[src/shared/fbp_pkg.sv]
// Package for the four-bit port: register map, field layout and reset values.
// Assumes a 32-bit AXI4-Lite slave with one aligned word per register.
package fbp_pkg;
  localparam int          ADDR_W           = 4;
  localparam int          PORT_W           = 4;
  localparam int          ANA_W            = 3;
  localparam int          PIN3             = 3;
  localparam int          REG_W            = 8;
  localparam logic [3:0]  OFF_PIN_DATA     = 4'h0;
  localparam logic [3:0]  OFF_DIRECTION    = 4'h4;
  localparam logic [3:0]  OFF_ANALOG_SEL   = 4'h8;
  localparam logic [3:0]  OFF_CONFIG       = 4'hC;
  localparam logic [3:0]  DIR_RESET        = 4'hF;
  localparam logic [2:0]  ANA_RESET        = 3'h7;
  localparam logic [2:0]  LATCH_RESET      = 3'h0;
  localparam logic        MASTER_CLEAR_ENABLE_CFG_RESET      = 1'b1;
  localparam int          CFG_MASTER_CLEAR_ENABLE_CFG_BIT    = 0;
  localparam logic [1:0]  RESP_OKAY        = 2'h0;
  localparam logic [1:0]  RESP_SLVERR      = 2'h2;
  localparam logic [1:0]  SYNC_RESET       = 2'h0;
endpackage : fbp_pkg

[src/core/fbp_sync.sv]
// Two-flop synchroniser for a vector of pin levels.
// Assumes inputs are asynchronous to CLOCK_I.
`timescale 1ns/1ps
module fbp_sync #(
  parameter int WIDTH = 4
) (
  input  wire logic             clk_i,
  input  wire logic             rst_n_i,
  input  wire logic [WIDTH-1:0] d_i,
  output logic      [WIDTH-1:0] q_o
);
  logic [WIDTH-1:0] meta;

  always_ff @(posedge clk_i or negedge rst_n_i) begin
    if (!rst_n_i) begin
      meta <= '0;
      q_o  <= '0;
    end else begin
      meta <= d_i;
      q_o  <= meta;
    end
  end
endmodule : fbp_sync

[src/core/fbp_port.sv]
// Four-bit general purpose port with analog select and input-only pin 3.
// Assumes an AXI4-Lite master on CLOCK_I and pad cells that resolve the pins.
`timescale 1ns/1ps
module fbp_port #(
  parameter bit HAS_LOWER_PINS = 1'b1
) (
  input  wire logic        CLOCK_I,
  input  wire logic        RST_N_I,
  input  wire logic [3:0]  AWADDR_I,
  input  wire logic        AWVALID_I,
  output logic             AWREADY_O,
  input  wire logic [31:0] WDATA_I,
  input  wire logic [3:0]  WSTRB_I,
  input  wire logic        WVALID_I,
  output logic             WREADY_O,
  output logic [1:0]       BRESP_O,
  output logic             BVALID_O,
  input  wire logic        BREADY_I,
  input  wire logic [3:0]  ARADDR_I,
  input  wire logic        ARVALID_I,
  output logic             ARREADY_O,
  output logic [31:0]      RDATA_O,
  output logic [1:0]       RRESP_O,
  output logic             RVALID_O,
  input  wire logic        RREADY_I,
  input  wire logic [3:0]  PIN_I,
  output logic [2:0]       PIN_O,
  output logic [2:0]       PIN_OE_N_O,
  output logic             PIN3_PULLUP_EN_O,
  output logic             MASTER_CLEAR_N_O
);
  localparam logic [2:0] LOWER_MASK = HAS_LOWER_PINS ? 3'h7 : 3'h0;
  localparam int         SEL_DATA   = 0;
  localparam int         SEL_DIR    = 1;
  localparam int         SEL_ANA    = 2;
  localparam int         SEL_CFG    = 3;

  logic [3:0]  pin_sync;
  logic [2:0]  latch;
  logic [2:0]  dir_low;
  logic [2:0]  ana_sel;
  logic        master_clear_enable_cfg;
  logic        aw_held;
  logic        w_held;
  logic [3:0]  aw_addr;
  logic [7:0]  w_byte;
  logic        w_lane0;
  logic [3:0]  pin_view;
  logic [3:0]  dir_view;
  logic        do_write;
  logic [2:0]  next_latch;
  logic [3:0]  wr_sel;
  logic [3:0]  wr_en;

  // Pin levels pass two flops before any read path sees them
  fbp_sync #(.WIDTH(fbp_pkg::PORT_W)) u_sync (
    .clk_i   (CLOCK_I),
    .rst_n_i (RST_N_I),
    .d_i     (PIN_I),
    .q_o     (pin_sync)
  );

  function automatic logic [31:0] fbp_zext(input logic [7:0] v);
    fbp_zext = {24'h000000, v};
  endfunction : fbp_zext

  // One-hot register select; an unmapped address selects nothing
  function automatic logic [3:0] fbp_decode(input logic [3:0] addr);
    fbp_decode = 4'h0;
    case (addr)
      fbp_pkg::OFF_PIN_DATA:   fbp_decode[SEL_DATA] = 1'b1;
      fbp_pkg::OFF_DIRECTION:  fbp_decode[SEL_DIR]  = 1'b1;
      fbp_pkg::OFF_ANALOG_SEL: fbp_decode[SEL_ANA]  = 1'b1;
      fbp_pkg::OFF_CONFIG:     fbp_decode[SEL_CFG]  = 1'b1;
      default:                 fbp_decode           = 4'h0;
    endcase
  endfunction : fbp_decode

  // Per lower pin: digital view masked by analog select, and a driver that
  // follows direction only, so analog select never gates an output
  for (genvar g = 0; g < fbp_pkg::ANA_W; g++) begin : g_lower_pin
    assign pin_view[g]   = pin_sync[g] & ~ana_sel[g] & LOWER_MASK[g];
    assign PIN_OE_N_O[g] = dir_low[g] | ~LOWER_MASK[g];
    assign PIN_O[g]      = latch[g] & LOWER_MASK[g];
  end

  // Pin 3 has no driver; master clear enable hides its level from reads
  assign pin_view[fbp_pkg::PIN3] = pin_sync[fbp_pkg::PIN3] & ~master_clear_enable_cfg;

  assign dir_view = {1'b1, dir_low & LOWER_MASK};
  assign PIN3_PULLUP_EN_O = master_clear_enable_cfg;
  assign MASTER_CLEAR_N_O = master_clear_enable_cfg ? pin_sync[fbp_pkg::PIN3] : 1'b1;

  // Write channel: address and data accepted independently, in either order
  assign AWREADY_O = !aw_held && !BVALID_O;
  assign WREADY_O  = !w_held && !BVALID_O;
  assign do_write  = aw_held && w_held && !BVALID_O;
  assign wr_sel    = fbp_decode(aw_addr);
  // A cleared low strobe lane still answers, but changes no register
  assign wr_en     = (do_write && w_lane0) ? wr_sel : 4'h0;

  always_ff @(posedge CLOCK_I or negedge RST_N_I) begin
    if (!RST_N_I) begin
      aw_held <= 1'b0;
      aw_addr <= 4'h0;
    end else if (AWVALID_I && AWREADY_O) begin
      aw_held <= 1'b1;
      aw_addr <= AWADDR_I;
    end else if (do_write) begin
      aw_held <= 1'b0;
    end
  end

  always_ff @(posedge CLOCK_I or negedge RST_N_I) begin
    if (!RST_N_I) begin
      w_held  <= 1'b0;
      w_byte  <= 8'h00;
      w_lane0 <= 1'b0;
    end else if (WVALID_I && WREADY_O) begin
      w_held  <= 1'b1;
      w_byte  <= WDATA_I[7:0];
      w_lane0 <= WSTRB_I[0];
    end else if (do_write) begin
      w_held <= 1'b0;
    end
  end

  always_ff @(posedge CLOCK_I or negedge RST_N_I) begin
    if (!RST_N_I) begin
      BVALID_O <= 1'b0;
      BRESP_O  <= fbp_pkg::RESP_OKAY;
    end else if (do_write) begin
      BVALID_O <= 1'b1;
      BRESP_O  <= (|wr_sel) ? fbp_pkg::RESP_OKAY : fbp_pkg::RESP_SLVERR;
    end else if (BREADY_I) begin
      BVALID_O <= 1'b0;
    end
  end

  // The whole latch is reloaded from pin levels merged with the new bits;
  // with only whole-byte strobes the merge keeps nothing of the old latch
  always_comb begin
    next_latch = pin_view[2:0];
    if (w_lane0) begin
      next_latch = w_byte[2:0];
    end
  end

  always_ff @(posedge CLOCK_I or negedge RST_N_I) begin
    if (!RST_N_I) begin
      latch <= fbp_pkg::LATCH_RESET;
    end else if (wr_en[SEL_DATA]) begin
      latch <= next_latch;
    end
  end

  always_ff @(posedge CLOCK_I or negedge RST_N_I) begin
    if (!RST_N_I) begin
      dir_low <= fbp_pkg::DIR_RESET[2:0];
    end else if (wr_en[SEL_DIR]) begin
      dir_low <= w_byte[2:0];
    end
  end

  always_ff @(posedge CLOCK_I or negedge RST_N_I) begin
    if (!RST_N_I) begin
      ana_sel <= fbp_pkg::ANA_RESET;
    end else if (wr_en[SEL_ANA]) begin
      ana_sel <= w_byte[2:0] & LOWER_MASK;
    end
  end

  always_ff @(posedge CLOCK_I or negedge RST_N_I) begin
    if (!RST_N_I) begin
      master_clear_enable_cfg <= fbp_pkg::MASTER_CLEAR_ENABLE_CFG_RESET;
    end else if (wr_en[SEL_CFG]) begin
      master_clear_enable_cfg <= w_byte[fbp_pkg::CFG_MASTER_CLEAR_ENABLE_CFG_BIT];
    end
  end

  // Read channel: one read in flight, answered the cycle after the address
  assign ARREADY_O = !RVALID_O;

  always_ff @(posedge CLOCK_I or negedge RST_N_I) begin
    if (!RST_N_I) begin
      RVALID_O <= 1'b0;
      RDATA_O  <= 32'h00000000;
      RRESP_O  <= fbp_pkg::RESP_OKAY;
    end else if (ARVALID_I && ARREADY_O) begin
      RVALID_O <= 1'b1;
      RRESP_O  <= fbp_pkg::RESP_OKAY;
      case (ARADDR_I)
        fbp_pkg::OFF_PIN_DATA:   RDATA_O <= fbp_zext({4'h0, pin_view});
        fbp_pkg::OFF_DIRECTION:  RDATA_O <= fbp_zext({4'h0, dir_view});
        fbp_pkg::OFF_ANALOG_SEL: RDATA_O <= fbp_zext({5'h00, ana_sel});
        fbp_pkg::OFF_CONFIG:     RDATA_O <= fbp_zext({7'h00, master_clear_enable_cfg});
        default: begin
          RDATA_O <= 32'h00000000;
          RRESP_O <= fbp_pkg::RESP_SLVERR;
        end
      endcase
    end else if (RREADY_I) begin
      RVALID_O <= 1'b0;
    end
  end
endmodule : fbp_port

[config.mk]
export PLATFORM = sky130hd
export DESIGN_NAME = fbp_port
export DESIGN_NICKNAME = d
export VERILOG_FILES = /design/src/shared/fbp_pkg.sv /design/src/core/fbp_sync.sv /design/src/core/fbp_port.sv
export SDC_FILE = /design/constraint.sdc
export NUM_CORES = 1
export LEC_CHECK = 0
export BUFFER_PORTS_ARGS = -buffer_cell sky130_fd_sc_hd__buf_2
export CORE_MARGIN = 4
export CORE_UTILIZATION = 40
export CTS_CLUSTER_DIAMETER = 100
export DETAILED_ROUTE_END_ITERATION = 8
export PLACE_DENSITY = 0.81
export SYNTH_ARGS = -nofsm -noshare
export SYNTH_HDL_FRONTEND = slang
export SYNTH_SLANG_ARGS = --single-unit
[constraint.sdc]
create_clock -name CLOCK_I -period 3.9 [get_ports CLOCK_I]
set_input_delay 0.78 -clock CLOCK_I [delete_from_list [all_inputs] [get_ports CLOCK_I]]
set_output_delay 0.78 -clock CLOCK_I [all_outputs]
set_load 0.005 [all_outputs]
== After elaboration in Yosys (flattened, before gate mapping) ==
Index checks and enable logic that the tools add are counted.

* Bits in registers: 66
* Output and inout port bits: 49
* Logic and storage cells: 67
* Input port bits: 55

* Reductions and logical operators: 20
* Bitwise logic cells: 8
* Multiplexer cells: 17
* Equal/unequal tests: 6

{| class="wikitable"
|+ Operators with widths
! cell !! count
|-
| 4-bit equality test (second input constant) || 4
|-
| 4-bit case mux with 4 select lines || 1
|-
| 1-bit two-way mux || 12
|-
| 4-bit by 3-bit equality test with 1-bit output (second input constant) || 2
|-
| 1-bit logical AND || 8
|-
| 4-bit zero test || 2
|-
| 2-bit nonzero test || 4
|-
| 4-bit OR reduction || 2
|-
| 1-bit AND || 4
|-
| 1-bit zero test || 4
|-
| 2-bit two-way mux || 2
|-
| 4-bit two-way mux || 1
|-
| 1-bit inverter || 4
|-
| 3-bit two-way mux || 1
|}

== Logic depth before layout (Yosys ltp) ==
Gate-level depths: netlist of run 1.

* Depth in word-level cells: 4
* Mapped depth: 4
* Depth with buffers taken out: 3

== Cells and area by module ==
Synthesis of run 1 repeated with hierarchy kept, for this count alone.

* Cells, all modules: 146
* Area total of the unflattened synthesis: 1691.6 um^2

{| class="wikitable"
|+ Modules (own cells, without submodules)
! module !! instances !! cells each !! sequential area each (um^2) !! area an instance (um^2)
|-
| fbp_port || 1 || 138 || 709.4 || 1491.4
|-
| fbp_sync || 1 || 8 || 200.2 || 200.2
|}

== Worst setup path before layout of run 1 ==
Ideal clock, no wire load.

* Kind: input -> register
* Start: input ARADDR_I[2]
* End: register RDATA_O[0]
* Data required time: 3.831 ns
* Stages on the path: 4
* Library setup time: 0.069 ns
* Slack: 1.991 ns
* Buffers on the path: 1
* Data arrival time: 1.841 ns
* Cell sequence: clkbuf_1 > or4b_2 > nand3_1 > a32o_1

* Cells in the longest elaborated chain, start to end: 2
* Elaborated cells between the ends (all ways): 5
* Those cells by class: 3 x eq/ne; 1 x mux; 1 x reduce/logical

{| class="wikitable"
|+ Ends and longest elaborated chain
! item !! RTL line !! text
|-
| start, declared || fbp_port.sv:19 || <nowiki>input wire logic [3:0] ARADDR_I,</nowiki>
|-
| 4-bit equality test (tied with other cells) || fbp_port.sv:192 || <nowiki>case (ARADDR_I)</nowiki>
|-
| 4-bit case mux with 4 select lines (*) || fbp_port.sv:192 ||
|-
| end signal, assigned || fbp_port.sv:193 || <nowiki>fbp_pkg::OFF_PIN_DATA: RDATA_O <= fbp_zext({4'h0, pin_view});</nowiki>
|-
| end signal, assigned || fbp_port.sv:194 || <nowiki>fbp_pkg::OFF_DIRECTION: RDATA_O <= fbp_zext({4'h0, dir_view});</nowiki>
|-
| end signal, assigned || fbp_port.sv:195 || <nowiki>fbp_pkg::OFF_ANALOG_SEL: RDATA_O <= fbp_zext({5'h00, ana_sel});</nowiki>
|-
| end, declared || fbp_port.sv:22 || <nowiki>output logic [31:0] RDATA_O,</nowiki>
|}

Every way passes the cells marked *; elsewhere a longest branch is shown, timed or not.
A chain may end at the register's enable or synchronous reset.

== Worst setup path after layout of run 1 ==
* Start: register master_clear_enable_cfg, in the netlist PIN3_PULLUP_EN_O
* End: output MASTER_CLEAR_N_O

* Cells in the longest elaborated chain, start to end: 1

{| class="wikitable"
|+ Ends and longest elaborated chain
! item !! RTL line !! text
|-
| start, declared || fbp_port.sv:42 || <nowiki>logic master_clear_enable_cfg;</nowiki>
|-
| start signal, assigned || fbp_port.sv:175 || <nowiki>master_clear_enable_cfg <= fbp_pkg::MASTER_CLEAR_ENABLE_CFG_RESET;</nowiki>
|-
| start signal, assigned || fbp_port.sv:177 || <nowiki>master_clear_enable_cfg <= w_byte[fbp_pkg::CFG_MASTER_CLEAR_ENABLE_CFG_BIT];</nowiki>
|-
| 1-bit two-way mux || fbp_port.sv:92 || <nowiki>assign MASTER_CLEAR_N_O = master_clear_enable_cfg ? pin_sync[fbp_pkg::PIN3] : 1'b1;</nowiki>
|-
| end, declared || fbp_port.sv:30 || <nowiki>output logic MASTER_CLEAR_N_O</nowiki>
|}

No other way between the ends.

==> results of run 1 <==
==> placed cells by master (no fill, tap or decap), types with 2 or more instances in the layout <==
master and n:
clkbuf_8 5, nand3b_1 3, nand2_1 8, dfrtp_1 29, mux2_4 3, buf_2 41
dfstp_2 7, nand4_1 3, inv_1 6, mux2_2 12, a21oi_1 4, and3b_1 2
nor2_1 6, nor4_1 4, nand2b_1 4, o21ai_0 8, conb_1 30, nor2b_1 2
==> final cells by class <==
class | count | share of cell area, %
Clock inverter | 2 | 1.78
Sequential cell | 36 | 46.3
Inverter | 6 | 1.15
Timing Repair Buffer | 41 | 10.5
Clock buffer | 6 | 3.70
Multi-Input combinational cell | 103 | 33.4
Tap cell | 50 | 3.19
==> per-layer routing <==
metal | track usage (%) | share of wire (%) | vias up
li1 | - | - | 539
met1 | 14.3 | 41 | 530
met2 | 19.8 | 51 | 36
met3 | 4.24 | 6.3 | 6
met4 | 5.43 | 1.7 | 0
met5 | 0 | 0 | -
==> cell families (layout without fill, tap and decap cells) <==
group                  count (synthesis)  after routing  synth area share [%]
other                                  1             30                 0.219
multiplexers                          15             15                  10.5
AO/OA/AOI/OAI                         17             17                  5.92
buffers and inverters                 38             55                  14.9
AND/OR/NAND/NOR                       41             41                  15.3
flip-flops                            36             36                  53.1
==> registers in the layout (all words and copies together) (netlist names) <==
| name | count |
|---|---|
| w_byte | 3 |
| w_held | 1 |
| RVALID_O | 1 |
| u_sync.meta | 4 |
| PIN3_PULLUP_EN_O | 1 |
| PIN_O | 3 |
| u_sync.q_o | 4 |
| aw_held | 1 |
| BRESP_O | 1 |
| aw_addr | 4 |
| RRESP_O | 1 |
| ana_sel | 3 |
| RDATA_O | 4 |
| BVALID_O | 1 |
| w_lane0 | 1 |
| PIN_OE_N_O | 3 |
==> Yosys cell counts, types with 2 or more instances <==
| master | count | share of area (%) |
|---|---|---|
| buf_4 | 30 | 13 |
| clkbuf_1 | 2 | 0.44 |
| o21ai_0 | 8 | 2.3 |
| nor2b_1 | 2 | 0.73 |
| nand2_1 | 8 | 1.8 |
| dfstp_2 | 7 | 11 |
| nand3b_1 | 3 | 1.3 |
| nand2b_1 | 4 | 1.5 |
| inv_1 | 6 | 1.3 |
| mux2_4 | 3 | 2.6 |
| a21oi_1 | 4 | 1.2 |
| nor4_1 | 4 | 1.5 |
| and3b_1 | 2 | 1.0 |
| mux2_2 | 12 | 7.9 |
| nand4_1 | 3 | 1.1 |
| dfrtp_1 | 29 | 42 |
| nor2_1 | 6 | 1.3 |
==> stage by stage <==
stage	cells	setup slack [ns]	power [W]	hold slack, ns
after floorplan	177	1.99	0.000862	0.331
after global placement	236	1.82	0.000966	0.333
after detailed placement	236	1.84	0.000981	0.335
after CTS	244	2.07	0.00130	0.351
after global routing	244	1.99	0.00138	0.360
final	244	2.09	0.00129	0.350
==> critical path: cells and delay by family (launching register included) <==
kind / cells / cell delay (ns)
flops: 1 / 0.56
simple gates: 1 / 0.06
buf+inv: 1 / 0.12
==> power breakdown <==
part / leakage (nW) / switching (W) / internal [W]
clock network: 0.0552 / 0.000126 / 0.000190
logic: 0.488 / 0.000155 / 0.000185
registers: 0.424 / 0.000113 / 0.000517
==> how the worst max path moves through the flow <==
| stage | start | slack (ns) | cells past startpoint | to |
|---|---|---|---|---|
| after global routing | ARADDR_I[1] | 1.99 | 4 | RDATA_O[3] |
| after floorplan | ARADDR_I[2] | 1.99 | 4 | RDATA_O[0] |
| after global placement | ARADDR_I[1] | 1.82 | 4 | RDATA_O[3] |
| after detailed placement | ARADDR_I[1] | 1.84 | 4 | RDATA_O[3] |
| after CTS | PIN3_PULLUP_EN_O | 2.07 | 2 | MASTER_CLEAR_N_O |
| final | PIN3_PULLUP_EN_O | 2.09 | 2 | MASTER_CLEAR_N_O |
==> impl_results.md, run 1 <==
- Worst hold path startpoint: u_sync.meta[3]
- CTS tree: done
- Die Area: 5390 um2
- Power Density: roughly 650 nW/um2
- Syn Std Cell Area: 1710 um2
- Reg2reg path depth: 3
- Die W: between 70 and 80 um
- CTS Buf Count: 5
- Initial Utilization: 42.2%
- DRC: 0
- Placement Cell Area: 1860 um2
- Critical path's largest stage delay: 0.56 ns
- Post-synth top flop: dfrtp_1
- Slew Limit Fails: 0
- Largest net degree at the start of global routing: 37
- # setup viols final: 0
- TritonCTS sink count: 36
- Crit path cell chain: nand2b_1 -> buf_2
- Postcts setup bufs: 0
- Footprint of the multi-input gates: ~660 um2
- Core Util, Final: between 40% and 50%
- Fmax: between 0.5 and 0.6 GHz
- Slew margin rel.: 44.1%
- Hold buffers post-CTS: 0
- CP Data Required Time: 3.12 ns
- Max Root-Sink Buffers: 2
- Critical path arrival: 1.03 ns
- Hold Crit Class: register to register
- Clock Skew: 0.00549 ns
- Post-synth ARST share: between 90% and 100%
- Flop2flop setup slack: 2.29 ns
- IO buf count: 41
- RSZ-0062 raised after global routing: false
- Fillers: roughly 370
- Clock root buffer master: clkbuf_8
- Reg2reg end: ana_sel[0]
- GR Util All Layers: between 10% and 20%
- Share of cells above drive strength 1: a little under two fifths
- Critical-path maximum fanout: 5
- DR vias/cell: 4.55
- Post_cts resized: 0
- Core region area: approximately 4100 um2
- Peak VDD IR: approximately 0.00040 V
- Setup crit start kind: register
- Post-route cell area: slightly below 2000 um2
- Total grt overflow: 0
- Area grow syn2layout: 14.7%
- Die Height: around 73 um
- P_leak: between 0.9 and 1 nW
- Drt initial violations: 34
- Ys Warns: 0
- Library cells used by synthesis: 32
- Post-synth EDFFs: 0
- DR vias: about 1,100
- DP HPWL: between 2 and 2.5 mm
- Total Routed Length: 3.04 mm
- Synthesized netlist cell count: approximately 150
- Seq/Total Area, Yosys: 53.1%
- Status: finished, final reports clean
- Fin nets: 248
- Setup CP Type: register to primary output
- Syn_area_per_cell: 11.6 um2
- Hold EP: u_sync.q_o[3]
- Clock transition at path regs: around 0.070 ns
- Register area: about 910 um2
- Initial antenna violation count: 0
- Slew @ Worst Pin: 0.827 ns
- Global-route wire length before repair: about 4.9 mm
- FF+latch count, synth: 36
- Diode count: 0
- Max cap viols: 0
- ANT nets after route: 0
- Fin. Hold Viols: 0
- # rows: 23
- WL/cell: ~12 um
- Slowest cell on the critical path: dfstp_2
- First-pass detailed-route iteration total: 4
- # H-tree levels: 2
- Final Wtd Congestion: about 0.8
- Crit share post-route: between 40% and 50%
- Clock Latency Late Sink: about 0.28 ns
- Final setup TNS: 0 ns
- CP Capture Type: primary output
- Vias in the first global route: ~1,100
- Reg2reg start: aw_addr[1]
- Worst hold path cell count: 0
- Fin crit period: around 1.8 ns
- Num ports: around 100
No activity file was read; power rests on OpenSTA's default activity.
==> inputs of run 2 (changes only) <==
clock period = 1.8 ns   (was 3.9 ns; I/O delays follow)
==> run 2 against run 1 <==
Against the previous run: sequential share of layout area down 0.059 points; clock-buffer cell count grew 2; die area unchanged; sequential cell count unchanged; clock skew is 0.0017 ns higher; critical path depth grew 1; non-clock buffer count is 4 higher; design area increased by 0.13%; wire length is 2.0% higher.
==> impl_results.md, run 2 (same netlist as run 1, synthesis figures left out) <==
- Status: finished, final reports clean
- Die Area: 5390 um2 (unchanged)
- Commonest non-fill, non-tap cell in the layout: buf_2
- P_leak: 0.972 nW (+0.49%)
- Initial antenna violation count: 0 (unchanged)
- Fmax: 0.612 GHz
- Global-route wire length before repair: 4.88 mm (-1.3%)
- Slew margin rel.: 63.1% (+19 points)
- Reg2reg end: ana_sel[2]
- Critical path arrival: 1.84 ns (+0.81 ns)
- Area grow syn2layout: 14.8%
- Worst setup path endpoint: ana_sel[2]
- CTS tree: done
- Clock Skew: 0.00717 ns (+0.00168 ns)
- Vias in the first global route: 1,097 (+1.7%)
- Core region area: 4060 um2 (unchanged)
- Postcts setup bufs: 0 (unchanged)
- Die Height: 73.4 um (unchanged)
- Fin crit period: about 1.6 ns
- RSZ-0062 raised after global routing: false
- CP startpoint: aw_addr[1]
- Flop2flop setup slack: 0.17 ns (-2.12 ns)
- Slew @ Worst Pin: 0.546 ns (-0.281 ns)
- Fin. Hold Viols: 0 (unchanged)
- Die W: 73.4 um (unchanged)
- # rows: 23 (unchanged)
- Max cap viols: 0 (unchanged)
- DRC: 0 (unchanged)
- TritonCTS sink count: 36 (unchanged)
- Total Routed Length: 3.10 mm (+2.0%)
- Drt initial violations: 51 (+50%)
- CP Capture Type: register
- Critical-path maximum fanout: 5 (unchanged)
- Crit share post-route: a little over 90%
- Diode count: 0 (unchanged)
- Total grt overflow: 0 (unchanged)
- Tot Pwr: 0.00267 W (+110%)
- Most frequent cells in the layout: 41 x buf_2, 30 x conb_1, 29 x dfrtp_1
- GR Util All Layers: 12.0% (-0.079 points)
- Final Wtd Congestion: 0.788 (-2.7%)
- Largest net degree at the start of global routing: 37 (unchanged)
- CP Data Required Time: 2.01 ns (-1.11 ns)
- Num ports: 104 (unchanged)
- Initial Utilization: 42.2% (unchanged)
- Peak VDD IR: 0.000863 V (+120%)
- Hold Crit Class: input pin to asynchronous set/reset pin
- ANT nets after route: 0 (unchanged)
- First-pass detailed-route iteration total: 4 (unchanged)
- DR vias/cell: 4.56 (+0.16%)
- DR vias: 1,131 (+1.8%)
- Final setup TNS: 0 ns (unchanged)
- # H-tree levels: 2 (unchanged)
- Clock root buffer master: clkbuf_8
- CTS Buf Count: 5 (unchanged)
- # setup viols final: 0 (unchanged)
- Clock Latency Late Sink: 0.29 ns (about the same)
- Power Density: 1360 nW/um2 (+110%)
- Setup crit start kind: register
- Share of cells above drive strength 1: 38.4% (+0.24 points)
- Setup CP Type: register to register
- Slew Limit Fails: 0 (unchanged)
- Reg2reg path depth: 3 (unchanged)
- Max Root-Sink Buffers: 2 (unchanged)
- IO buf count: 41 (unchanged)
- DP HPWL: 2.38 mm (+1.1%)
- Hold buffers post-CTS: 0 (unchanged)
- Reg2reg start: aw_addr[1]
- WL/cell: 12.5 um (+0.36%)
- Fin nets: 252 (+1.6%)
- Clock transition at path regs: 0.07 ns (about the same)
- Post_cts resized: 0 (unchanged)
-- run 2: final cells by class --
class	instances	area [um2]
inverters	6	22.5
fillers	375	2090
repair buffers	45	235
multi-input cells	103	656
well taps	50	62.6
clock buffers	8	80.1
flip-flops and latches	36	910
-- run 2: worst min-delay path by stage --
stage                     cells past startpoint  slack [ns]             to      startpoint
final                                         2         0.1     RDATA_O[1]         RST_N_I
after global routing                          2        0.14     BRESP_O[1]         RST_N_I
after CTS                                     2        0.11     RDATA_O[2]         RST_N_I
after detailed placement                      0        0.34  u_sync.q_o[0]  u_sync.meta[0]
after global placement                        0        0.33  u_sync.q_o[2]  u_sync.meta[2]
after floorplan                               0        0.06     BRESP_O[1]         RST_N_I
-- run 2: routing by layer --
metal | vias up | wire, um | track usage (%)
met2 | 37 | 1560 | 19.4
met1 | 539 | 1260 | 14.2
met5 | - | 0 | 0
met3 | 8 | 224 | 4.65
li1 | 547 | - | -
met4 | 0 | 61 | 5.23
-- run 2: through the flow --
step / area, um2 / hold slack [ns] / utilization (%) / setup slack [ns] / instances
after floorplan: 1820 / 0.0644 / - / 0.251 / 177
after global placement: 1890 / 0.333 / 46.5 / 0.204 / 240
after detailed placement: 1890 / 0.336 / 46.5 / 0.191 / 240
after CTS: 1970 / 0.112 / 48.4 / 0.176 / 248
after global routing: 1970 / 0.139 / 48.4 / 0.0516 / 248
final: 1970 / 0.0970 / 48.4 / 0.165 / 248
-- run 2: worst max-delay path: stages (launching register included) --
cell and delay, ns:
dfrtp_1 0.41, or2_1 0.30, or4_4 0.54, mux2_4 0.31
-- run 2: report_power, final --
part	leakage (nW)	internal, W	switching (W)
registers	0.424	0.00112	0.000242
clock network	0.0395	0.000275	0.000261
logic	0.508	0.000425	0.000349
total	0.972	0.00182	0.000851
